===== src/rtl/chan_reset_params.svh =====
// Constants for the channel reset endpoints and central sequencer
`ifndef CHAN_RESET_PARAMS_SVH
`define CHAN_RESET_PARAMS_SVH

`define NUM_CHANNELS     4
`define NUM_REQS         8
`define OSC_FREQ_MHZ     25
`define STEP_TIME_NS     200
`define STEP_CYCLES      ((`STEP_TIME_NS * `OSC_FREQ_MHZ + 999) / 1000)
`define REQ_IDX_TX_ANA   0
`define REQ_IDX_TX_DIG   1
`define REQ_IDX_RX_ANA   2
`define REQ_IDX_RX_DIG   3
`define RESET_ASSERTED   1'b1

`endif


===== src/rtl/chan_reset_pkg.sv =====
// Types shared by the channel reset endpoints and sequencer
`include "chan_reset_params.svh"

package chan_reset_pkg;

    // Four reset requests of one channel
    typedef struct packed {
        logic rxDig;
        logic rxAna;
        logic txDig;
        logic txAna;
    } reset_req_t;

    // Clock recovery lock mode controls
    typedef struct packed {
        logic lockToRef;
        logic lockToData;
    } cdr_ctrl_t;

    typedef enum logic [1:0] {
        CDR_AUTO = 2'h0,
        CDR_REF  = 2'h1,
        CDR_DATA = 2'h3
    } cdr_mode_t;

    typedef enum logic [1:0] {
        SEQ_IDLE  = 2'h0,
        SEQ_APPLY = 2'h1,
        SEQ_ACK   = 2'h3
    } seq_state_t;

endpackage


===== src/rtl/transceiver_channel_reset_control.sv =====
// Reset endpoints and one shared sequencer for transceiver channels
// Rules for this block and its user reset controller
// [RULE_01] Controller fully resets each channel after power-up and configuration.
// [RULE_02] Controller holds TX in reset during PLL reconfiguration, then resets.
// [RULE_03] Controller holds TX in reset before PLL recalibration starts.
// [RULE_04] Controller resets the channel after reference clock frequency changes.
// [RULE_05] Controller resets the channel on PLL lock loss or recovery.
// [RULE_06] Controller holds channel in reset through rate-changing reconfiguration.
// [RULE_07] Controller resets RX when an optical module is connected.
// [RULE_08] Controller resets RX when recovery moves from reference to data lock.
// [RULE_09] TX and RX reset separately or jointly, each with analog and digital.
// [RULE_10] A full sequence also resets and initialises the driving PLL.
// [RULE_11] Controller may OR PLL and TX calibration busy into one input.
// [RULE_12] Analog and digital inputs feed a TX endpoint and an RX endpoint.
// [RULE_13] Endpoints forward every request to the central sequencer.
// [RULE_14] Sequencer schedules PCS and PMA resets and acknowledges each request.
// [RULE_15] One sequencer serves all channels and has no user control.
// [RULE_16] Sequencer clock comes from an internal oscillator, no user clock.
// [RULE_17] Controller keeps minimum spacing between reset request transitions.
// [RULE_18] Controller waits analog ack low, then PLL lock, before TX digital.
// [RULE_19] RX digital released after data lock held 5 us, restarting on toggle.
// [RULE_20] Controller asserts RX resets only while RX calibration is idle.
// [RULE_21] Two controls pick automatic, reference-forced or data-forced lock.
// [RULE_22] Controller keeps digital reset asserted while analog reset is asserted.
`include "chan_reset_params.svh"
`timescale 1ns/10ps
`default_nettype none

module transceiver_channel_reset_control
    import chan_reset_pkg::*;
(
    // Internal oscillator clock and reset
    input  wire logic                         sys_clk,
    input  wire logic                         reset_n,
    // Reset requests from the user controller, one set per channel
    input  wire reset_req_t [`NUM_CHANNELS-1:0] resetReq,
    // Clock recovery lock controls, one pair per channel
    input  wire cdr_ctrl_t  [`NUM_CHANNELS-1:0] cdrCtrl,
    // Acknowledge of each request, high while the reset is in force
    output var reset_req_t  [`NUM_CHANNELS-1:0] resetAck,
    // Resets applied to PMA and PCS
    output logic [`NUM_CHANNELS-1:0]          txPmaReset,
    output logic [`NUM_CHANNELS-1:0]          txPcsReset,
    output logic [`NUM_CHANNELS-1:0]          rxPmaReset,
    output logic [`NUM_CHANNELS-1:0]          rxPcsReset,
    // Selected lock mode per channel
    output var cdr_mode_t   [`NUM_CHANNELS-1:0] cdrMode
);

    localparam int NR = `NUM_CHANNELS * 4;
    localparam logic [7:0] STEP = 8'(`STEP_CYCLES);

    // Flat index of a request: channel times four plus kind
    function automatic int reqIndex(input int ch, input int kind);
        reqIndex = ch * 4 + kind;
    endfunction

    // Lock mode decode; data-lock control dominates
    function automatic cdr_mode_t decodeMode(input cdr_ctrl_t c);
        if (c.lockToData) begin
            decodeMode = CDR_DATA;
        end else if (c.lockToRef) begin
            decodeMode = CDR_REF;
        end else begin
            decodeMode = CDR_AUTO;
        end
    endfunction

    //==========================================================
    // Endpoints: flatten requests for the sequencer
    logic [NR-1:0] epReq;
    logic [NR-1:0] applied;
    logic [NR-1:0] ackFlat;

    always_comb begin
        for (int c = 0; c < `NUM_CHANNELS; c++) begin
            // Requests go to the sequencer, never straight to the channel
            epReq[reqIndex(c, `REQ_IDX_TX_ANA)] = resetReq[c].txAna; // RULE_13
            epReq[reqIndex(c, `REQ_IDX_TX_DIG)] = resetReq[c].txDig; // RULE_12
            epReq[reqIndex(c, `REQ_IDX_RX_ANA)] = resetReq[c].rxAna; // RULE_12
            epReq[reqIndex(c, `REQ_IDX_RX_DIG)] = resetReq[c].rxDig; // RULE_09
        end
    end

    //==========================================================
    // Central sequencer: one scheduler, one change at a time
    seq_state_t    state;
    seq_state_t    next_state;
    logic [3:0]    slot;
    logic [7:0]    stepCnt;
    logic [3:0]    next_slot;
    logic          pending;

    // Round robin search for a request whose level differs from applied
    always_comb begin
        next_slot = slot;
        pending   = 1'b0;
        for (int k = NR; k >= 1; k--) begin
            if (epReq[4'(slot + 4'(k))] != applied[4'(slot + 4'(k))]) begin
                next_slot = 4'(slot + 4'(k));
                pending   = 1'b1;
            end
        end
    end

    // Next state: a step ends when its count runs out
    always_comb begin
        next_state = state;
        unique case (state)
            SEQ_IDLE: begin
                if (pending) begin
                    next_state = SEQ_APPLY;
                end
            end
            SEQ_APPLY: begin
                // Spacing keeps PMA and PCS steps apart
                if (stepCnt == 8'h01) begin
                    next_state = SEQ_ACK; // RULE_14
                end
            end
            SEQ_ACK: begin
                next_state = SEQ_IDLE;
            end
            default: begin
                // Unused code falls back to idle
                next_state = SEQ_IDLE;
            end
        endcase
    end

    // Single shared instance with no user-visible control
    always_ff @(posedge sys_clk) begin
        if (!reset_n) begin
            state <= SEQ_IDLE; // RULE_15
        end else begin
            state <= next_state;
        end
    end

    // Slot moves only when a new request is taken
    always_ff @(posedge sys_clk) begin
        if (!reset_n) begin
            slot <= 4'h0;
        end else if (state == SEQ_IDLE && pending) begin
            slot <= next_slot;
        end
    end

    // Step counter loads on take, counts down while applying
    always_ff @(posedge sys_clk) begin
        if (!reset_n) begin
            stepCnt <= 8'h00;
        end else if (state == SEQ_IDLE && pending) begin
            stepCnt <= STEP;
        end else if (state == SEQ_APPLY && stepCnt != 8'h01) begin
            stepCnt <= stepCnt - 8'h01;
        end
    end

    // Applied level follows the request once its step is done
    always_ff @(posedge sys_clk) begin
        if (!reset_n) begin
            applied <= '1;
        end else if (state == SEQ_ACK) begin
            applied[slot] <= epReq[slot]; // RULE_14
        end
    end

    // Acknowledge mirrors the applied state of each request
    always_ff @(posedge sys_clk) begin
        if (!reset_n) begin
            ackFlat <= '1;
        end else begin
            ackFlat <= applied; // RULE_14
        end
    end

    //==========================================================
    // Outputs to channels
    always_ff @(posedge sys_clk) begin
        if (!reset_n) begin
            txPmaReset <= '1;
            txPcsReset <= '1;
        end else begin
            for (int c = 0; c < `NUM_CHANNELS; c++) begin
                txPmaReset[c] <= applied[reqIndex(c, `REQ_IDX_TX_ANA)];
                txPcsReset[c] <= applied[reqIndex(c, `REQ_IDX_TX_DIG)];
            end
        end
    end

    // Receive side resets, same one-cycle lag as transmit
    always_ff @(posedge sys_clk) begin
        if (!reset_n) begin
            rxPmaReset <= '1;
            rxPcsReset <= '1;
        end else begin
            for (int c = 0; c < `NUM_CHANNELS; c++) begin
                rxPmaReset[c] <= applied[reqIndex(c, `REQ_IDX_RX_ANA)];
                rxPcsReset[c] <= applied[reqIndex(c, `REQ_IDX_RX_DIG)];
            end
        end
    end

    // Lock mode is not sequenced; it follows its controls directly
    always_ff @(posedge sys_clk) begin
        if (!reset_n) begin
            cdrMode <= '{default: CDR_AUTO};
        end else begin
            for (int c = 0; c < `NUM_CHANNELS; c++) begin
                cdrMode[c] <= decodeMode(cdrCtrl[c]); // RULE_21
            end
        end
    end

    always_comb begin
        for (int c = 0; c < `NUM_CHANNELS; c++) begin
            resetAck[c].txAna = ackFlat[reqIndex(c, `REQ_IDX_TX_ANA)];
            resetAck[c].txDig = ackFlat[reqIndex(c, `REQ_IDX_TX_DIG)];
            resetAck[c].rxAna = ackFlat[reqIndex(c, `REQ_IDX_RX_ANA)];
            resetAck[c].rxDig = ackFlat[reqIndex(c, `REQ_IDX_RX_DIG)];
        end
    end

    // sys_clk is the internal oscillator; no user clock enters here // RULE_16

endmodule

`default_nettype wire


===== config.mk =====
export PLATFORM = sky130hd
export DESIGN_NAME = transceiver_channel_reset_control
export DESIGN_NICKNAME = d
export VERILOG_FILES = /design/src/rtl/chan_reset_pkg.sv /design/src/rtl/transceiver_channel_reset_control.sv
export VERILOG_INCLUDE_DIRS = /design/src /design/src/rtl
export SDC_FILE = /design/constraint.sdc
export NUM_CORES = 1
export LEC_CHECK = 0
export BUFFER_PORTS_ARGS = -buffer_cell sky130_fd_sc_hd__buf_2
export CORE_ASPECT_RATIO = 0.8
export CORE_MARGIN = 1
export CORE_UTILIZATION = 40
export CTS_CLUSTER_DIAMETER = 100
export CTS_CLUSTER_SIZE = 16
export DETAILED_ROUTE_END_ITERATION = 12
export HOLD_SLACK_MARGIN = 0.06
export MAX_ROUTING_LAYER = met4
export RECOVER_POWER = 25
export SETUP_SLACK_MARGIN = 0.02
export SLEW_MARGIN = 20
export SYNTH_ARGS = -nofsm -noshare
export SYNTH_HDL_FRONTEND = slang
export SYNTH_SLANG_ARGS = --single-unit

===== constraint.sdc =====
create_clock -name sys_clk -period 5.8 [get_ports sys_clk]
set_clock_uncertainty 0.1 [all_clocks]
set_input_delay 0.29 -clock sys_clk [delete_from_list [all_inputs] [get_ports sys_clk]]
set_output_delay 0.29 -clock sys_clk [all_outputs]
set_load 0.02 [all_outputs]

Word-level counts from Yosys, hierarchy flattened:

Cells that the tools add are included.

* flip-flop bits (word level): 70
* latch bits: 0
* RAM bits: 0
* bits in read-only memories: 0
* output and inout bits: 40
* word-level logic and storage cells: 190
* memories: 0

* $add $sub $neg: 16
* $mul: 0
* divide/modulo/power cells: 0
* magnitude comparators: 17
* equal/unequal tests: 22
* shift-type cells: 0
* muxes and demuxes: 111
* bitwise logic cells: 1
* reductions and logical operators: 9

Operator list (number)
* 1-bit binary-select mux with 4-bit select: 32
* 4-bit by 5-bit less-than comparator with 1-bit output, second input constant: 16
* 4-bit 2-to-1 mux: 15
* 1-bit 2-to-1 mux: 53
* 4-bit adder, second input constant: 8
* 4-bit by 3-bit adder with 4-bit output, second input constant: 4
* 16-bit bitwise mux: 1
* 1-bit inequality test: 16
* 15-bit nonzero test: 1
* 2-bit 2-to-1 mux: 6
* 4-bit by 2-bit adder with 4-bit output, second input constant: 2
* 8-bit by 1-bit equality test with 1-bit output, second input constant: 1
* 8-bit by 1-bit inequality test with 1-bit output, second input constant: 1
* 8-bit by 1-bit subtractor with 8-bit output, second input constant: 1
* 3-bit 2-to-1 mux: 2
* 4-bit by 1-bit adder with 4-bit output, second input constant: 1
* 1-bit demux with 4-bit select: 1
* 4-bit by 1-bit >= comparator with 1-bit output, second input constant: 1
* 2-bit inequality test, second input constant: 2
* 2-bit one-hot mux with 2 select lines: 1
* 2-bit AND reduction: 2
* 1-bit logical AND: 3
* 2-bit by 1-bit equality test with 1-bit output, second input constant: 1
* 2-bit equality test, second input constant: 1
* 4 further kinds: 4

Longest topological paths before layout:

Gate-level depths: netlist of the first run.

* depth after elaboration: 21
* depth in mapped cells: 18

Worst setup path before layout of the first run:

Ideal clock, no wire load.

* kind: register to register
* start point: register slot[0]
* end point: register slot[2]
* arrival time: 4.040 ns
* slack: 1.587 ns
* stages on the path, launching flop included: 18
* path buffers: 6
* period minus slack after synthesis: 4.213 ns
* cell sequence: dfxtp_1 -> buf_4 -> buf_4 -> buf_4 -> clkinv_1 -> ha_1 -> buf_6 -> buf_12 -> mux4_2 -> xor2_2 -> mux4_2 -> a211oi_4 -> and2_4 -> nand4_4 -> and2_4 -> buf_6 -> nor3b_1 -> nor3b_2

* cells in the longest elaborated chain, start to end: 21
* elaborated cells on any way between the ends: 129

Ends and longest elaborated chain
* start, declared: line transceiver_channel_reset_control.sv:89 `logic [3:0] slot;`
* start signal, assigned: line transceiver_channel_reset_control.sv:145 `slot <= next_slot;`
* 4-bit adder or 1-bit binary-select mux with 4-bit select (tied branches): line transceiver_channel_reset_control.sv:99, transceiver_channel_reset_control.sv:100
* 1-bit binary-select mux with 4-bit select or 1-bit 2-to-1 mux (tied branches): line transceiver_channel_reset_control.sv:99 `if (epReq[4'(slot + 4'(k))] != applied[4'(slot + 4'(k))]) begin`
* 1-bit 2-to-1 mux (implied by the code) or 1-bit inequality test (tied branches): line transceiver_channel_reset_control.sv:99
* 1-bit inequality test or 1-bit 2-to-1 mux (tied branches): line transceiver_channel_reset_control.sv:99
* 1-bit 2-to-1 mux (15 in a row): line transceiver_channel_reset_control.sv:99
* 1-bit logical AND: line transceiver_channel_reset_control.sv:144 `end else if (state == SEQ_IDLE && pending) begin`
* 2-bit AND reduction (no line)

Parallel ways exist; a longest one is shown, timed or not. The select of a mux whose other input is x is not followed.
A chain may end at the register's enable or synchronous reset.

Worst setup path in the final report of the first run:

* start point: register slot[0]
* end point: register stepCnt[1]

* cells in the longest elaborated chain, start to end: 21
* elaborated cells on any way between the ends: 113

Ends and longest elaborated chain
* 4-bit adder or 1-bit binary-select mux with 4-bit select (tied branches): line transceiver_channel_reset_control.sv:99
* 1-bit binary-select mux with 4-bit select or 1-bit 2-to-1 mux (tied branches): line transceiver_channel_reset_control.sv:99
* 1-bit 2-to-1 mux (implied by the code) or 1-bit inequality test (tied branches): line transceiver_channel_reset_control.sv:99
* 1-bit inequality test or 1-bit 2-to-1 mux (tied branches): line transceiver_channel_reset_control.sv:99
* 1-bit 2-to-1 mux (14 in a row): line transceiver_channel_reset_control.sv:99
* 1-bit 2-to-1 mux (*): line transceiver_channel_reset_control.sv:99
* 1-bit logical AND (*): line transceiver_channel_reset_control.sv:153 `end else if (state == SEQ_IDLE && pending) begin`
* 2-bit OR reduction (no line) (*)
* end signal, assigned: line transceiver_channel_reset_control.sv:156 `stepCnt <= stepCnt - 8'h01;`
* end, declared: line transceiver_channel_reset_control.sv:90 `logic [7:0] stepCnt;`

Every way passes the cells marked *; elsewhere a longest branch is shown, timed or not. The select of a mux whose other input is x is not followed.

==> flow_summary.json, run 1 <==
{
  "dieArea_sq_um": 12600,
  "grt_antenna_before_repair": 0,
  "pwr_density_cell_nw_per_um2": 479,
  "wirelength_met1_um": 6620,
  "fin_crit_ns": 4.75,
  "ys_ff_latch": 54,
  "fin_total_pwr_mw": 2.56,
  "io_pins": 66,
  "yosysWarnings": 0,
  "drc": 0,
  "synth_area_per_cell_sq_um": 9.84,
  "fp.dieW_um": 125,
  "crit_arrival_ns": 4.85,
  "hp-class": "in2reg",
  "async_flop_share_pct": 0,
  "yosysUniqueCellTypes": 66,
  "synth_top_family_by_area": "multiplexers",
  "yosys.area_share.simple_pct": 17.3,
  "htree_levels": 2,
  "die_h_um": 101,
  "met2_length_um": 6100,
  "core-area_sq_um": 11700,
  "path_max_fanout": 23,
  "peakVddDrop_v": 0.000197,
  "via_count": 4172,
  "maxSlewHeadroom_pct": -36.2,
  "post-place-cells": 678,
  "finalSetupTns_ns": 0,
  "clock_sinks": 54,
  "final_util_pct": 45.7,
  "synth_area_sq_um": 4870,
  "root_buffer": "clkbuf_16",
  "netlist_instances": 495,
  "wl_per_cell_um": 20.7,
  "diodes": 0,
  "setup_violations": 0,
  "dr.first_iter.drc_count": 274,
  "cts_tree": "yes",
  "end_kind": "register",
  "clkSlewWorstSetupHoldPaths_ns": 0.07,
  "synthAdderAreaFrac_pct": 4.11,
  "fin_cells": 686,
  "grt_start_max_net_pins": 52,
  "gp_congestion": 0.958,
  "synthFlopType": "dfxtp_1",
  "postRouteAntennaNets": 0,
  "maxCapViolCount": 1,
  "seq_area_frac_synth_pct": 22.2,
  "drv_slew": 52,
  "holdBufCountCts": 0,
  "clk_path_buf_depth": 2,
  "fillers": 1117,
  "hold_viol": 0,
  "ctsResizeCount": 0,
  "cts_setup_buffers": 0,
  "most-common-layout-cells": "nand2_1, buf_2, dfxtp_1, mux4_2, xnor2_1",
  "port_buffers": 65,
  "design_area_sq_um": 5350,
  "placed_area_sq_um": 5180,
  "synth_compound_area_share_pct": 13.0,
  "drt_first_pass_iters": 4,
  "synth_edf_count": 0,
  "power.leakage_nw": 1.99,
  "status": "complete, but fails checks",
  "hpwl_um": 10700,
  "finalNetCount": 579,
  "wirelength_um": 14200,
  "row_count": 35,
  "synth_mux_area_share_pct": 26.2,
  "insertion_delay_ns": 0.29,
  "worst_setup_path_start_kind": "register",
  "vias_per_cell": 6.08,
  "rsz0062_at_grt": "no",
  "grt_pass1_wl_um": 22300,
  "fmax_mhz": 210,
  "grt_pass1_vias": 3922,
  "grt_usage_pct": 23.7,
  "worstPathRequired_ns": 5.89,
  "tightestPinTransition_ns": 2.04,
  "synthXorXnorAreaFrac_pct": 11.5,
  "crit_type": "reg2reg",
  "syn_nets": 537,
  "violations": "capacitance limit, slew limit",
  "met3_length_um": 1250,
  "top_layer": "met4",
  "grt_overflow": 0,
  "layout-drive-gt1-share_pct": 25.3,
  "syn2layout_area_growth_pct": 9.84,
  "cts_inserted_buffers": 5,
  "fin_crit_sh_pct": 81.9,
  "start_util_pct": 41.6
}
-- critical path, stage by stage, from the launching register on --
cell and delay, ns:
dfxtp_2 0.33, clkinv_1 0.28, ha_1 1.03, mux4_1 0.71, xnor2_1 0.34, mux2i_1 0.17, mux2i_1 0.41, and3_1 0.35
nand4_4 0.15, o21ai_1 0.25, nand2_1 0.20, a211oi_2 0.33
-- layer usage --
metal,GRT usage [%],vias to the layer above
met2,35.4,192
met4,5.82,0
met3,4.67,21
met1,32.8,2046
met5,-,-
li1,-,1913
-- cell usage after synthesis, types with 9 or more instances --
library cell / n / area share (%)
nand2_1: 64 / 4.9
dfxtp_1: 54 / 22
mux4_2: 42 / 19
xnor2_1: 38 / 6.8
nor2_1: 29 / 2.2
nand2b_1: 23 / 3.0
xor2_1: 22 / 4.0
buf_4: 21 / 3.2
o211ai_1: 21 / 3.2
ha_1: 16 / 4.1
mux2i_1: 14 / 2.9
o21ai_0: 10 / 1.0
a21oi_1: 9 / 0.92
clkbuf_1: 9 / 0.69
nor3_1: 9 / 0.92
-- flip-flops by register name, summed over array words and instances (netlist names) --
name / flops
cdrMode: 8
state: 2
rxPmaReset: 3
applied: 16
slot: 4
stepCnt: 8
rxPcsReset: 4
resetAck: 9
-- report_power, final --
group / internal (mW) / total, mW / switching, mW
sequential: 0.390 / 0.402 / 0.0116
combinational: 0.727 / 1.82 / 1.10
clock: 0.204 / 0.336 / 0.132
total: 1.32 / 2.56 / 1.24
-- cell families (layout without fill, tap and decap cells) --
logic type | Yosys count | after routing
AOI/OAI and AO/OA | 86 | 86
xor gates and xnor gates | 62 | 62
adders and majority gates | 16 | 16
buffers and inverters | 45 | 88
DFF | 54 | 54
muxes | 66 | 66
and+or+nand+nor | 166 | 166
-- final cells by class --
| cell class | instances | area (sq um) | area share, % |
|---|---|---|---|
| inverter | 8 | 30.0 | 0.561 |
| multi-input combinational | 396 | 3510 | 65.6 |
| clock inverter | 2 | 37.5 | 0.702 |
| tap | 148 | 185 | 3.46 |
| clock buffer | 6 | 129 | 2.41 |
| timing repair buffer | 72 | 377 | 7.04 |
| sequential | 54 | 1080 | 20.2 |
-- path summary, 6_finish.rpt --
path | start | endpoint | slack (ns) | cells past startpoint
setup / recovery | slot[0] | stepCnt[1] | 1.05 | 11
hold / removal | cdrCtrl[5] | cdrMode[4] | 0.09 | 2
setup reg to reg | slot[0] | stepCnt[1] | 1.05 | 11
hold reg to reg | stepCnt[5] | stepCnt[5] | 0.44 | 2
-- stage by stage --
step | hold WS, ns | worst slack, ns
2_1_floorplan | 0.300 | 1.59
3_3_place_gp | 0.385 | 1.32
3_5_place_dp | 0.391 | 1.21
4_1_cts | 0.0924 | 1.18
5_1_grt | 0.0919 | 0.721
6_report | 0.0941 | 1.05
(Power assumes the default switching activity.)
==> run 2: changes to the inputs <==
- clock period: 5.8 -> 4.8 ns (I/O delays scaled with it)
==> flow_summary.json, run 2 (synthesis results as in run 1) <==
{
  "diodes": 0,
  "start_util_pct": 41.6,
  "port_buffers": 65,
  "dieArea_sq_um": 12600,
  "fin_crit_sh_pct": 89.3,
  "cts_inserted_buffers": 5,
  "top_register": "applied",
  "regArea_sq_um": 1080,
  "power.leakage_nw": 2.05,
  "grt_start_max_net_pins": 52,
  "cts_tree": "yes",
  "end_kind": "register",
  "finalNetCount": 592,
  "gp_congestion": 0.978,
  "wirelength_um": 14600,
  "postRouteAntennaNets": 0,
  "wl_per_cell_um": 20.9,
  "grt_antenna_before_repair": 0,
  "via_count": 4310,
  "rsz0062_at_grt": "no",
  "pwr_density_cell_nw_per_um2": 575,
  "insertion_delay_ns": 0.30,
  "grt_usage_pct": 25.2,
  "hold_viol": 0,
  "grt_pass1_wl_um": 23800,
  "fin_crit_ns": 4.29,
  "worst_hold_slack_ns": 0.433,
  "dp_slack_ns": 0.712,
  "vias_per_cell": 6.17,
  "maxCapViolCount": 1,
  "row_count": 35,
  "path_max_fanout": 17,
  "io_pins": 66,
  "dr.first_iter.drc_count": 428,
  "htree_levels": 2,
  "worstPathRequired_ns": 4.91,
  "hp-class": "reg2reg",
  "drv_slew": 52,
  "status": "complete, but fails checks",
  "fin_cells": 699,
  "fp.dieW_um": 125,
  "clkSlewWorstSetupHoldPaths_ns": 0.08,
  "grt_overflow": 0,
  "root_buffer": "clkbuf_16",
  "post-place-cells": 683,
  "drc": 0,
  "largest_reg_flops": 16,
  "cts_setup_buffers": 0,
  "grt_pass1_vias": 4210,
  "multi_input_area_sq_um": 3510,
  "layout-drive-gt1-share_pct": 25.8,
  "die_h_um": 101,
  "peakVddDrop_v": 0.000216,
  "finalSetupTns_ns": 0,
  "tightestPinTransition_ns": 2.15,
  "crit_type": "reg2reg",
  "core-area_sq_um": 11700,
  "setup_violations": 0,
  "final_util_pct": 46.7,
  "crit_arrival_ns": 4.40,
  "timing.final.ws_setup_ns": 0.513,
  "hpwl_um": 11000,
  "most-common-layout-cells": "nand2_1, buf_2, dfxtp_1, mux4_2, xnor2_1",
  "maxSlewHeadroom_pct": -43.5,
  "fillers": 1074,
  "worst_setup_path_start_kind": "register",
  "clock_sinks": 54,
  "syn2layout_area_growth_pct": 12.1,
  "drt_first_pass_iters": 6,
  "clk_path_buf_depth": 2,
  "fmax_mhz": 233,
  "violations": "capacitance limit, slew limit"
}
==> run 2: changes by cell type in the layout (fill, tap and decap cells not counted), sizes merged <==
cell,before,now
buf,71,76
bufinv,1,0
clkbuf,7,6
clkinv,4,5
clkinvlp,1,0
dlygate4sd3,0,8
inv,4,6
==> run 2: per-stage QoR <==
| step | instance area, sq um | total power, mW |
|---|---|---|
| floorplan | 4870 | 2.17 |
| global placement | 5230 | 2.73 |
| detailed placement | 5230 | 2.70 |
| CTS | 5460 | 3.09 |
| global route | 5460 | 3.35 |
| finish | 5460 | 3.14 |
==> run 2: worst max-delay path, cell delays in order, from the launching register on <==
cell and delay [ns]:
dfxtp_1 0.31, buf_4 0.25, clkinv_1 0.43, ha_1 0.40
xnor2_1 0.55, mux4_2 0.33, o22ai_1 0.14, nor2b_1 0.44
and3_1 0.37, nand4_4 0.14, o21ai_1 0.22, nand2_1 0.20
a211oi_2 0.29
==> run 2: cell type report <==
cell class	instances	share of cell area (%)
clock buffer	5	2.29
tap	148	3.39
timing repair buffer	85	9.28
multi-input combinational	396	64.3
clock inverter	3	0.412
inverter	8	0.550
sequential	54	19.8
==> run 2: repair_timing <==
action                                 4_1_cts  5_1_grt
gates resized for setup                      0        0
endpoints found under the hold margin        8        0
hold buffers                                 8        0
==> run 2: worst paths after layout <==
kind                    from         end  slack (ns)  cells after the start
hold / removal    stepCnt[1]  stepCnt[1]        0.43                      2
setup / recovery     slot[2]  stepCnt[1]        0.51                     12
hold reg to reg   stepCnt[1]  stepCnt[1]        0.43                      2
setup reg to reg     slot[2]  stepCnt[1]        0.51                     12
==> run 2: power by group <==
part	leakage (nW)	total [mW]	internal, mW	switching (mW)
registers	0.442	0.486	0.471	0.0151
logic	1.53	2.27	0.924	1.35
clock network	0.0746	0.384	0.197	0.187
==> run 2: layer usage <==
metal | GRT usage (%) | wire length (um) | vias up
met3 | 4.99 | 1320 | 28
met1 | 35.4 | 6570 | 2110
met5 | - | 0 | -
met2 | 36.9 | 6380 | 232
met4 | 6.94 | 332 | 0
li1 | - | - | 1940
==> run 3: changes to the inputs <==
- BUFFER_PORTS_ARGS: -buffer_cell sky130_fd_sc_hd__buf_2 -> not set
- CTS_CLUSTER_SIZE: 16 -> 14
- DONT_BUFFER_PORTS: not set -> 1
==> flow_summary.json, run 3 (synthesis results as in run 1) <==
{
  "status": "finished clean",
  "dieArea_sq_um": 12600,
  "io_pins": 66,
  "pwr-share-seq_pct": 16.1,
  "peakVddDrop_v": 0.000222,
  "drt_first_pass_iters": 5,
  "clock_sinks": 54,
  "fp.dieW_um": 125,
  "dr.first_iter.drc_count": 373,
  "largest_reg_flops": 16,
  "timing.final.ws_setup_ns": 0.617,
  "clk_path_buf_depth": 2,
  "grt_pass1_wl_um": 21700,
  "start_util_pct": 41.6,
  "insertion_delay_ns": 0.30,
  "crit_chain": "clkinv_1 -> ha_1 -> buf_4 -> mux4_2 -> xor2_1 -> mux4_2 -> a211oi_4 -> nand2_1 -> a2111oi_0 -> a211oi_1 -> o21ai_0 -> a41o_1",
  "most-common-layout-cells": "nand2_1, dfxtp_1, mux4_2, xnor2_1, nor2_1",
  "placed_area_sq_um": 4900,
  "wl_per_cell_um": 21.3,
  "diodes": 0,
  "hold_viol": 0,
  "crit_arrival_ns": 4.32,
  "switchingPower_mw": 1.49,
  "wirelength_um": 13600,
  "tightestPinTransition_ns": 0.777,
  "core-area_sq_um": 11700,
  "finalNetCount": 531,
  "row_count": 35,
  "fmax_mhz": 239,
  "maxCapViolCount": 0,
  "gp_congestion": 0.917,
  "fillers": 1071,
  "dp_slack_ns": 0.625,
  "ctsResizeCount": 0,
  "post-place-cells": 618,
  "combPwrFrac_pct": 72.0,
  "finalSetupTns_ns": 0,
  "path_max_fanout": 13,
  "setup_violations": 0,
  "rsz0062_at_grt": "no",
  "worst_setup_path_start_kind": "register",
  "pwr_density_cell_nw_per_um2": 591,
  "fin_cells": 637,
  "worstPathRequired_ns": 4.94,
  "postRouteAntennaNets": 0,
  "cp_slowest_cell": "ha_1",
  "grt_pass1_vias": 3827,
  "root_buffer": "clkbuf_16",
  "grt_antenna_before_repair": 0,
  "vias_per_cell": 6.35,
  "clkSlewWorstSetupHoldPaths_ns": 0.07,
  "drc": 0,
  "drv_slew": 0,
  "die_h_um": 101,
  "crit_top_cell": "mux4_2",
  "port_buffers": 0,
  "htree_levels": 2,
  "grt_overflow": 0,
  "power.leakage_nw": 1.86,
  "maxSlewHeadroom_pct": 46.8,
  "end_kind": "register",
  "hpwl_um": 10200,
  "fin_crit_sh_pct": 87.1,
  "p_int_mw": 1.56,
  "design_area_sq_um": 5170,
  "worst_path_largest_cell_delay_ns": 0.66,
  "grt_usage_pct": 22.9,
  "syn2layout_area_growth_pct": 6.14,
  "fin_crit_ns": 4.18,
  "cts_tree": "yes",
  "via_count": 4048,
  "layout-drive-gt1-share_pct": 16.0,
  "crit_type": "reg2reg",
  "switching_share_pct": 48.8,
  "top_register": "applied",
  "grt_start_max_net_pins": 50,
  "worst_hold_slack_ns": 0.118,
  "hp-class": "in2reg",
  "mostFrequentLayoutCell": "nand2_1",
  "cts_inserted_buffers": 5,
  "crit_buf_inv": 2,
  "clockPowerShare_pct": 11.9,
  "cp_top_family": "compound AO/OA/AOI/OAI gates"
}
## run 3: cell types whose count changed in the layout (fill, tap and decap cells not counted)
cell	delta
buf_4	+1
dlygate4sd3_1	+3
and2_0	+2
buf_2	-64
and2_1	-2
clkbuf_1	-1
clkinv_2	-1
## run 3: cell type report
cell class              count  area, sq um  share of cell area, %
multi-input cells         396         3510                   67.9
flip-flops and latches     54         1080                   20.9
repair buffers             24          220                   4.26
well taps                 148          185                   3.58
clock buffers               5          125                   2.42
inverters                   8         30.0                  0.581
clock inverters             2         17.5                  0.339
## run 3: routing by layer
metal | global-route usage (%) | wire [um] | share of wire [%] | vias to the layer above
met1 | 31.8 | 5860 | 43 | 1962
met3 | 5.04 | 1520 | 11 | 34
met2 | 33.2 | 5900 | 43 | 242
met4 | 7.13 | 305 | 2.2 | 0
li1 | - | - | - | 1810
met5 | - | 0 | 0 | -
## run 3: power by group through the flow
stage / sequential [mW] / combinational [mW] / clock [mW]
5_1_grt: 0.495 / 2.35 / 0.385
2_1_floorplan: 0.510 / 1.66 / 0
3_3_place_gp: 0.503 / 2.16 / 0
6_report: 0.493 / 2.20 / 0.363
4_1_cts: 0.492 / 2.15 / 0.375
3_5_place_dp: 0.502 / 2.13 / 0
## run 3: worst paths after layout
| check | cells past startpoint | slack (ns) | start | end |
|---|---|---|---|---|
| max | 12 | 0.62 | slot[1] | slot[1] |
| min | 2 | 0.12 | reset_n | stepCnt[1] |
| max reg2reg | 12 | 0.62 | slot[1] | slot[1] |
| min reg2reg | 2 | 0.44 | stepCnt[7] | stepCnt[7] |
## run 3: stage by stage
| step | power [mW] | utilization, % |
|---|---|---|
| 6_report | 3.05 | 44.2 |
| 5_1_grt | 3.23 | 44.2 |
| 4_1_cts | 3.02 | 44.2 |
| 3_5_place_dp | 2.63 | 41.9 |
| 3_3_place_gp | 2.66 | 41.9 |
| 2_1_floorplan | 2.17 | - |
## run 3: timing repair
action	CTS	global route
hold endpoints to repair	48	0
endpoints found under the setup margin	0	0
hold buffers	12	0
setup buffers	0	0
